**src/rtl/cgp_pkg.sv**
```systemverilog
// Constants, register map and state encodings for the clock gear and prescaler control block.
// Assumes a 32-bit AHB-Lite register bus and one system clock of 100 MHz.
package cgp_pkg;

  localparam int unsigned CLK_SYS_MHZ = 100;

  // Register offsets within the block, byte addresses of aligned words.
  localparam logic [7:0] OFS_SYS_CLOCK_CONTROL = 8'h00;
  localparam logic [7:0] OFS_OSCILLATOR_CONTROL = 8'h04;
  localparam logic [7:0] OFS_STANDBY_CONTROL = 8'h08;
  localparam logic [7:0] OFS_PLL_SELECT = 8'h0c;
  localparam logic [7:0] OFS_SYSTEM_CLOCK_SELECT = 8'h10;
  localparam int unsigned ADDR_DEC_W = 8;

  // Field positions of the system clock control register.
  localparam int unsigned CLKOUT_SEL_LSB = 16;
  localparam int unsigned CLKOUT_SEL_MSB = 17;
  localparam int unsigned PERIPH_SRC_BIT = 12;
  localparam int unsigned PRESC_LSB = 8;
  localparam int unsigned PRESC_MSB = 10;
  localparam int unsigned GEAR_LSB = 0;
  localparam int unsigned GEAR_MSB = 2;

  localparam logic [31:0] SYS_CLOCK_CONTROL_RESET = 32'h0001_0000;
  localparam logic [31:0] SYS_CLOCK_CONTROL_WMASK = 32'h0003_1707;

  // Clock output select codes.
  typedef enum logic [1:0] {
    CGP_OUT_LOW_SPEED = 2'h0,
    CGP_OUT_SYS_HALF  = 2'h1,
    CGP_OUT_SYS_FULL  = 2'h2,
    CGP_OUT_PRESC_TAP = 2'h3
  } cgp_clkout_sel_t;

  // Gear codes; all others are reserved and run undivided.
  localparam logic [2:0] GEAR_DIV1 = 3'h0;
  localparam logic [2:0] GEAR_DIV2 = 3'h4;
  localparam logic [2:0] GEAR_DIV4 = 3'h5;
  localparam logic [2:0] GEAR_DIV8 = 3'h6;

  // Largest legal prescaler code (divide by 32); codes above are reserved.
  localparam logic [2:0] PRESC_MAX_CODE = 3'h5;

  // Divider ratios as powers of two.
  localparam logic [2:0] LOG2_DIV1 = 3'h0;
  localparam logic [2:0] LOG2_DIV2 = 3'h1;
  localparam logic [2:0] LOG2_DIV4 = 3'h2;
  localparam logic [2:0] LOG2_DIV8 = 3'h3;
  localparam int unsigned DIV_CNT_W = 5;

  // AHB-Lite encodings used by the slave.
  localparam logic [2:0] HSIZE_WORD = 3'h2;
  localparam logic HRESP_OKAY = 1'b0;

endpackage : cgp_pkg

```
**src/rtl/cgp_div.sv**
```systemverilog
// Power-of-two tick divider: one output pulse for every 2**log2 source ticks.
// Assumes source ticks are single-cycle pulses on the same clock.
`timescale 1ns/10ps
`default_nettype none
module cgp_div
  import cgp_pkg::*;
#(
  parameter int unsigned CNT_W = DIV_CNT_W
) (
  input  wire logic       clk_sys_i,
  input  wire logic       rstn_i,
  input  wire logic       en_i,
  input  wire logic [2:0] log2_i,
  output logic            tick_o
);

  typedef struct packed {
    logic [CNT_W-1:0] cnt;
    logic             tick;
  } cgp_div_state_t;

  cgp_div_state_t state_ff;
  cgp_div_state_t nxt_state;
  logic [CNT_W-1:0] limit;

  // A ratio change mid-count wraps at once rather than running a long stale cycle.
  always_comb begin
    nxt_state = state_ff;
    limit = CNT_W'((1 << log2_i) - 1);
    nxt_state.tick = 1'b0;
    if (en_i) begin
      if (state_ff.cnt >= limit) begin
        nxt_state.cnt = '0;
        nxt_state.tick = 1'b1;
      end else begin
        nxt_state.cnt = state_ff.cnt + CNT_W'(1);
      end
    end
  end

  always_ff @(posedge clk_sys_i or negedge rstn_i) begin
    if (!rstn_i) begin
      state_ff <= '0;
    end else begin
      state_ff <= nxt_state;
    end
  end

  assign tick_o = state_ff.tick;

endmodule // cgp_div
`default_nettype wire

```
**src/rtl/cgp_top.sv**
```systemverilog
// Clock gear, peripheral source, prescaler and clock-out control with its register bank.
// Assumes clk_sys_i is the high-speed clock, an AHB-Lite master with this as its only slave,
// and an asynchronous low-speed clock level arriving on a pin.
`timescale 1ns/10ps
`default_nettype none
module cgp_top
  import cgp_pkg::*;
(
  input  wire logic        clk_sys_i,
  input  wire logic        rstn_i,
  input  wire logic        hsel_i,
  input  wire logic [31:0] haddr_i,
  input  wire logic [1:0]  htrans_i,
  input  wire logic        hwrite_i,
  input  wire logic [2:0]  hsize_i,
  input  wire logic [31:0] hwdata_i,
  input  wire logic        hready_i,
  output logic             hreadyout_o,
  output logic [31:0]      hrdata_o,
  output logic             hresp_o,
  input  wire logic        low_speed_clock_i,
  output logic             gear_tick_o,
  output logic             periph_tick_o,
  output logic             presc_tick_o,
  output logic             clock_output_pin_o
);

  typedef struct packed {
    logic [31:0]           sys_ctrl;
    logic                  wr_pend;
    logic [ADDR_DEC_W-1:0] wr_addr;
    logic [31:0]           rdata;
    logic                  ready;
    logic                  resp;
    logic                  ls_meta;
    logic                  ls_sync;
    logic                  periph_tick;
    logic                  half_tgl;
    logic                  pin;
  } cgp_state_t;

  cgp_state_t state_ff;
  cgp_state_t nxt_state;

  logic                  gear_tick;
  logic                  presc_tick;
  logic [2:0]            gear_log2;
  logic [2:0]            presc_log2;
  logic                  periph_src;
  logic [2:0]            gear_code;
  logic [2:0]            presc_code;
  cgp_clkout_sel_t       out_sel;
  logic                  addr_phase;
  logic [ADDR_DEC_W-1:0] addr_ofs;
  logic                  sys_full_rate;
  logic                  presc_full_rate;

  assign gear_code  = state_ff.sys_ctrl[GEAR_MSB:GEAR_LSB];
  assign presc_code = state_ff.sys_ctrl[PRESC_MSB:PRESC_LSB];
  assign periph_src = state_ff.sys_ctrl[PERIPH_SRC_BIT];
  assign out_sel    = cgp_clkout_sel_t'(state_ff.sys_ctrl[CLKOUT_SEL_MSB:CLKOUT_SEL_LSB]);

  // Reserved gear codes fall back to the undivided clock so the core never stalls.
  always_comb begin
    unique case (gear_code)
      GEAR_DIV2: gear_log2 = LOG2_DIV2;
      GEAR_DIV4: gear_log2 = LOG2_DIV4;
      GEAR_DIV8: gear_log2 = LOG2_DIV8;
      default:   gear_log2 = LOG2_DIV1;
    endcase
  end

  // Reserved prescaler codes are treated as undivided for the same reason.
  always_comb begin
    if (presc_code > PRESC_MAX_CODE) begin
      presc_log2 = LOG2_DIV1;
    end else begin
      presc_log2 = presc_code;
    end
  end

  // The geared clock is the system clock; it ticks once per 2**gear_log2 cycles.
  cgp_div #(
    .CNT_W (DIV_CNT_W)
  ) u_gear_div (
    .clk_sys_i (clk_sys_i),
    .rstn_i    (rstn_i),
    .en_i      (1'b1),
    .log2_i    (gear_log2),
    .tick_o    (gear_tick)
  );

  // The prescaler counts peripheral clock ticks; its output is the first timer tap.
  cgp_div #(
    .CNT_W (DIV_CNT_W)
  ) u_presc_div (
    .clk_sys_i (clk_sys_i),
    .rstn_i    (rstn_i),
    .en_i      (state_ff.periph_tick),
    .log2_i    (presc_log2),
    .tick_o    (presc_tick)
  );

  // A flip-flop cannot show a waveform at the full clock rate, so a source that
  // ticks every cycle is shown as a toggle at half rate instead of a stuck level.
  assign sys_full_rate = (gear_log2 == LOG2_DIV1);
  assign presc_full_rate = (presc_log2 == LOG2_DIV1) && (periph_src || sys_full_rate);

  assign addr_phase = hsel_i && htrans_i[1] && hready_i;
  assign addr_ofs   = haddr_i[ADDR_DEC_W-1:0];

  always_comb begin
    nxt_state = state_ff;

    // Low-speed clock pin crosses into this domain through two flip-flops.
    nxt_state.ls_meta = low_speed_clock_i;
    nxt_state.ls_sync = state_ff.ls_meta;

    // Peripheral clock source: geared or undivided high-speed clock.
    if (periph_src) begin
      nxt_state.periph_tick = 1'b1;
    end else begin
      nxt_state.periph_tick = gear_tick;
    end

    // Data phase of a write: only writable fields change, reserved bits stay zero.
    if (state_ff.wr_pend && (state_ff.wr_addr == OFS_SYS_CLOCK_CONTROL)) begin
      nxt_state.sys_ctrl = hwdata_i & SYS_CLOCK_CONTROL_WMASK;
    end

    // Address phase. Reads use the next control value so that a read right
    // behind a write returns the new contents.
    nxt_state.wr_pend = 1'b0;
    nxt_state.ready = 1'b1;
    nxt_state.resp = HRESP_OKAY;
    if (addr_phase) begin
      nxt_state.wr_pend = hwrite_i && (hsize_i == HSIZE_WORD);
      nxt_state.wr_addr = addr_ofs;
      if (!hwrite_i) begin
        unique case (addr_ofs)
          OFS_SYS_CLOCK_CONTROL:   nxt_state.rdata = nxt_state.sys_ctrl;
          OFS_OSCILLATOR_CONTROL:  nxt_state.rdata = '0;
          OFS_STANDBY_CONTROL:     nxt_state.rdata = '0;
          OFS_PLL_SELECT:          nxt_state.rdata = '0;
          OFS_SYSTEM_CLOCK_SELECT: nxt_state.rdata = '0;
          default:                 nxt_state.rdata = '0;
        endcase
      end
    end

    // Half system clock: toggling on every geared tick gives fsys/2.
    if (gear_tick) begin
      nxt_state.half_tgl = ~state_ff.half_tgl;
    end

    unique case (out_sel)
      CGP_OUT_LOW_SPEED: begin
        nxt_state.pin = state_ff.ls_sync;
      end
      CGP_OUT_SYS_HALF: begin
        nxt_state.pin = state_ff.half_tgl;
      end
      CGP_OUT_SYS_FULL: begin
        if (sys_full_rate) begin
          nxt_state.pin = ~state_ff.pin;
        end else begin
          nxt_state.pin = gear_tick;
        end
      end
      CGP_OUT_PRESC_TAP: begin
        if (presc_full_rate) begin
          nxt_state.pin = ~state_ff.pin;
        end else begin
          nxt_state.pin = presc_tick;
        end
      end
    endcase
  end

  always_ff @(posedge clk_sys_i or negedge rstn_i) begin
    if (!rstn_i) begin
      state_ff.sys_ctrl    <= SYS_CLOCK_CONTROL_RESET;
      state_ff.wr_pend     <= 1'b0;
      state_ff.wr_addr     <= '0;
      state_ff.rdata       <= '0;
      state_ff.ready       <= 1'b1;
      state_ff.resp        <= HRESP_OKAY;
      state_ff.ls_meta     <= 1'b0;
      state_ff.ls_sync     <= 1'b0;
      state_ff.periph_tick <= 1'b0;
      state_ff.half_tgl    <= 1'b0;
      state_ff.pin         <= 1'b0;
    end else begin
      state_ff <= nxt_state;
    end
  end

  assign hreadyout_o        = state_ff.ready;
  assign hrdata_o           = state_ff.rdata;
  assign hresp_o            = state_ff.resp;
  assign gear_tick_o        = gear_tick;
  assign periph_tick_o      = state_ff.periph_tick;
  assign presc_tick_o       = presc_tick;
  assign clock_output_pin_o = state_ff.pin;

endmodule // cgp_top
`default_nettype wire

```
**config.mk**
```make
export PLATFORM = sky130hd
export DESIGN_NAME = cgp_top
export DESIGN_NICKNAME = d
export VERILOG_FILES = /design/src/rtl/cgp_pkg.sv /design/src/rtl/cgp_div.sv /design/src/rtl/cgp_top.sv
export SDC_FILE = /design/constraint.sdc
export NUM_CORES = 1
export LEC_CHECK = 0
export BUFFER_PORTS_ARGS = -buffer_cell sky130_fd_sc_hd__buf_2
export CAP_MARGIN = 15
export CELL_PAD_IN_SITES_DETAIL_PLACEMENT = 0
export CELL_PAD_IN_SITES_GLOBAL_PLACEMENT = 1
export CORE_ASPECT_RATIO = 1.2
export CORE_UTILIZATION = 44
export CTS_CLUSTER_DIAMETER = 200
export DETAILED_ROUTE_END_ITERATION = 10
export PLACE_DENSITY = 0.85
export RECOVER_POWER = 100
export SYNTH_ARGS = -nofsm -noshare
export SYNTH_HDL_FRONTEND = slang
export SYNTH_SLANG_ARGS = --single-unit
```
**constraint.sdc**
```tcl
create_clock -name clk_sys_i -period 4.3 [get_ports clk_sys_i]
set_input_delay 0.645 -clock clk_sys_i [delete_from_list [all_inputs] [get_ports clk_sys_i]]
set_output_delay 0.645 -clock clk_sys_i [all_outputs]
set_load 0.05 [all_outputs]
```
==> results.tsv <==
stage	metric	value	unit
run_status	status	complete, but fails checks	
run_status	failed_checks	capacitance limit, slew limit	
global_route	track_usage	16.0	%
worst_setup_path	worst_path_largest_cell_delay	1090	ps
finish	final_common_cell	dfrtp_1	
route	final_antenna_net_count	0	
clock_tree	clock_latency	340	ps
clock_tree	postCtsSetupRepairBufs	0	
power_and_ir_drop	power.total	1.85	mW
run	maxCapViolCount	1	
worst_setup_path	crit_required	4530	ps
worst_setup_path	path_buf_inv	0	
timing	fin_crit	2850	ps
floorplanning	boundaryPins	113	
timing	hold_violations	0	
clock_tree	cts_max_level	3	
route	routed_wl	6620	µm
place	gp_congestion	0.792	
logic_synthesis	ys_warn_count	0	
route	vias_per_cell	4.93	
clock_tree	cts_tree	yes	
global_route	grt_pass1_wl	11200	µm
worst_setup_path	end_kind	flip-flop	
power_and_ir_drop	leakagePower	1.97	nW
clock_tree	cts_made_buffers	9	
place	hpwl	4420	µm
worst_setup_path	critPathSlowestCell	nand4_1	
route	wl_per_cell	14.4	µm
finish	final_cell_mix	89 x dfrtp_1, 37 x clkbuf_1, 32 x a22o_1, 25 x buf_2, 24 x and2_0	
clock_tree	cts_resized	0	
floorplanning	die_w	88.0	µm
logic_synthesis	netlist_area	3900	µm²
timing	fmaxAchievable	351	MHz
power_and_ir_drop	worst_ir_drop_vdd	0.201	mV
logic_synthesis	yosysSeqAreaShare	57.7	%
worst_setup_path	crit_path_start_kind	flip-flop	
worst_setup_path	crit_type	flip-flop to flip-flop	
global_route	antenna_found_initial	0	
logic_synthesis	ys_seq_elements	90	
min_path	hold_path.class	flip-flop to flip-flop	
clock_tree	path_clk_slew	80	ps
logic_synthesis	synth_cell_types	45	
worst_setup_path	worst-path-max-fanout	32	
clock_tree	cts_max_path_buffers	2	
global_route	grt_pass1_vias	2320	
logic_synthesis	synth_cells	304	
floorplanning	coreArea	8610	µm²
timing	clock_skew	10.2	ps
finish	nets	425	
global_route	grt_start_max_net_pins	53	
logic_synthesis	ys.flop_type	dfrtp_1	
global_route	grt.overflow.total	0	
place	portBuffers	62	
finish	drive_above_1_share	17.0	%
power_and_ir_drop	p_per_area	443	nW/µm²
clock_tree	clkSinkCount	90	
worst_setup_path	worst_ep_arrival_time	3080	ps
worst_setup_path	r2r-start	state_ff[42]	
timing	slew_headroom	-39.0	%
route	drtIter0Drc	63	
clock_tree	root_buffer	clkbuf_8	
logic_synthesis	ys_async_sr_fraction	100	%
min_path	hp-start	nxt_state[3]	
finish	diodes	0	
floorplanning	die_y	105	µm
route	first_pass_iters	4	
route	post-route-drc-count	0	
worst_setup_path	cp_cell_sequence	nor4_1 -> nand4_1 -> mux2_1 -> a22o_1	
worst_setup_path	cp-startpoint	state_ff[42]	
finish	area_delta_synth_final	6.80	%
floorplanning	dieArea	9250	µm²
timing	setup_tns	0	ps
worst_setup_path	crit_family	simple AND/OR/NAND/NOR gates	
floorplanning	start_util	45.3	%
timing	post-route-period-util	66.3	%
floorplanning	num_rows	37	
clock_tree	ctsHoldBuffers	0	
timing	tightest_slew	2090	ps
logic_synthesis	syn_avg_cell_area	12.8	µm²
timing	setup_violations	0	
logic_synthesis	synth-edff-count	0	
timing	slew_violations	40	
finish	fin_util	48.4	%
timing	grt_setup_unrepaired	false	
route	num_vias	2259	
metal layers:
layer	part of all wire (%)	GRT usage, %	vias up
li1	-	-	1080
met1	47	21.8	1132
met2	48	24.4	41
met3	3.8	4.58	6
met4	1.0	4.92	0
met5	0	0	-
logic make-up after synthesis:
group,synth area share (%)
AOI/OAI and AO/OA,11.1
xor gates and xnor gates,1.12
adders and majority gates,4.49
buffers and inverters,8.95
DFF,57.7
muxes,6.67
other,0.192
and+or+nand+nor,9.75
flip-flops by register name (all words and copies together) (netlist names):
name	flops
u_gear_div.state_ff	5
periph_tick_o	1
u_presc_div.state_ff	5
gear_code	3
out_sel	2
u_presc_div.tick_o	1
nxt_state	1
state_ff	34
clock_output_pin_o	1
hrdata_o	32
presc_code	3
periph_src	1
u_gear_div.tick_o	1
stage by stage:
| stage | std cells | hold slack (ps) | cell area (µm²) | setup slack, ps |
|---|---|---|---|---|
| 6_report | 458 | 365 | 4170 | 1450 |
| 5_1_grt | 458 | 369 | 4170 | 1120 |
| 4_1_cts | 458 | 262 | 4280 | 1620 |
| 3_5_place_dp | 442 | 349 | 4080 | 1650 |
| 3_3_place_gp | 442 | 342 | 4080 | 1710 |
| 2_1_floorplan | 305 | 331 | 3910 | 1960 |
cells in the mapped netlist (5+ instances only):
master | instances | area (µm²)
dfrtp_1 | 89 | 2230
clkbuf_1 | 7 | 26.3
buf_4 | 35 | 263
mux2_4 | 7 | 105
a21oi_1 | 5 | 25.0
and2_1 | 24 | 150
mux2_2 | 10 | 113
nor2_1 | 9 | 33.8
inv_1 | 12 | 45.0
a22o_1 | 32 | 280
nand2_1 | 7 | 26.3
ha_1 | 14 | 175
power by group:
part           leakage, nW  switching, mW  total (mW)  internal [mW]
Sequential            1.19         0.0532       0.959          0.906
Clock                0.104          0.295       0.568          0.273
Combinational        0.675          0.184       0.318          0.134
Total                 1.97          0.533        1.85           1.31
layout make-up:
| cell class | instances | area [µm²] |
|---|---|---|
| Clock buffer | 9 | 124 |
| Clock inverter | 7 | 75.1 |
| Fill cell | 851 | 4440 |
| Inverter | 12 | 45.0 |
| Multi-Input combinational cell | 158 | 1240 |
| Sequential cell | 90 | 2250 |
| Tap cell | 117 | 146 |
| Timing Repair Buffer | 65 | 287 |
worst paths after layout:
kind,slack [ps],depth (start not counted),to
worst max-delay path,1450,4,hrdata_o[9]
worst min register to register,360,0,state_ff[3]
worst max register to register,1450,4,hrdata_o[9]
max in group asynchronous,1830,2,state_ff[40]
min in group asynchronous,890,1,u_presc_div.state_ff[3]
worst min-delay path,360,0,state_ff[3]
Note: power is estimated with default switching activity, not from simulation.
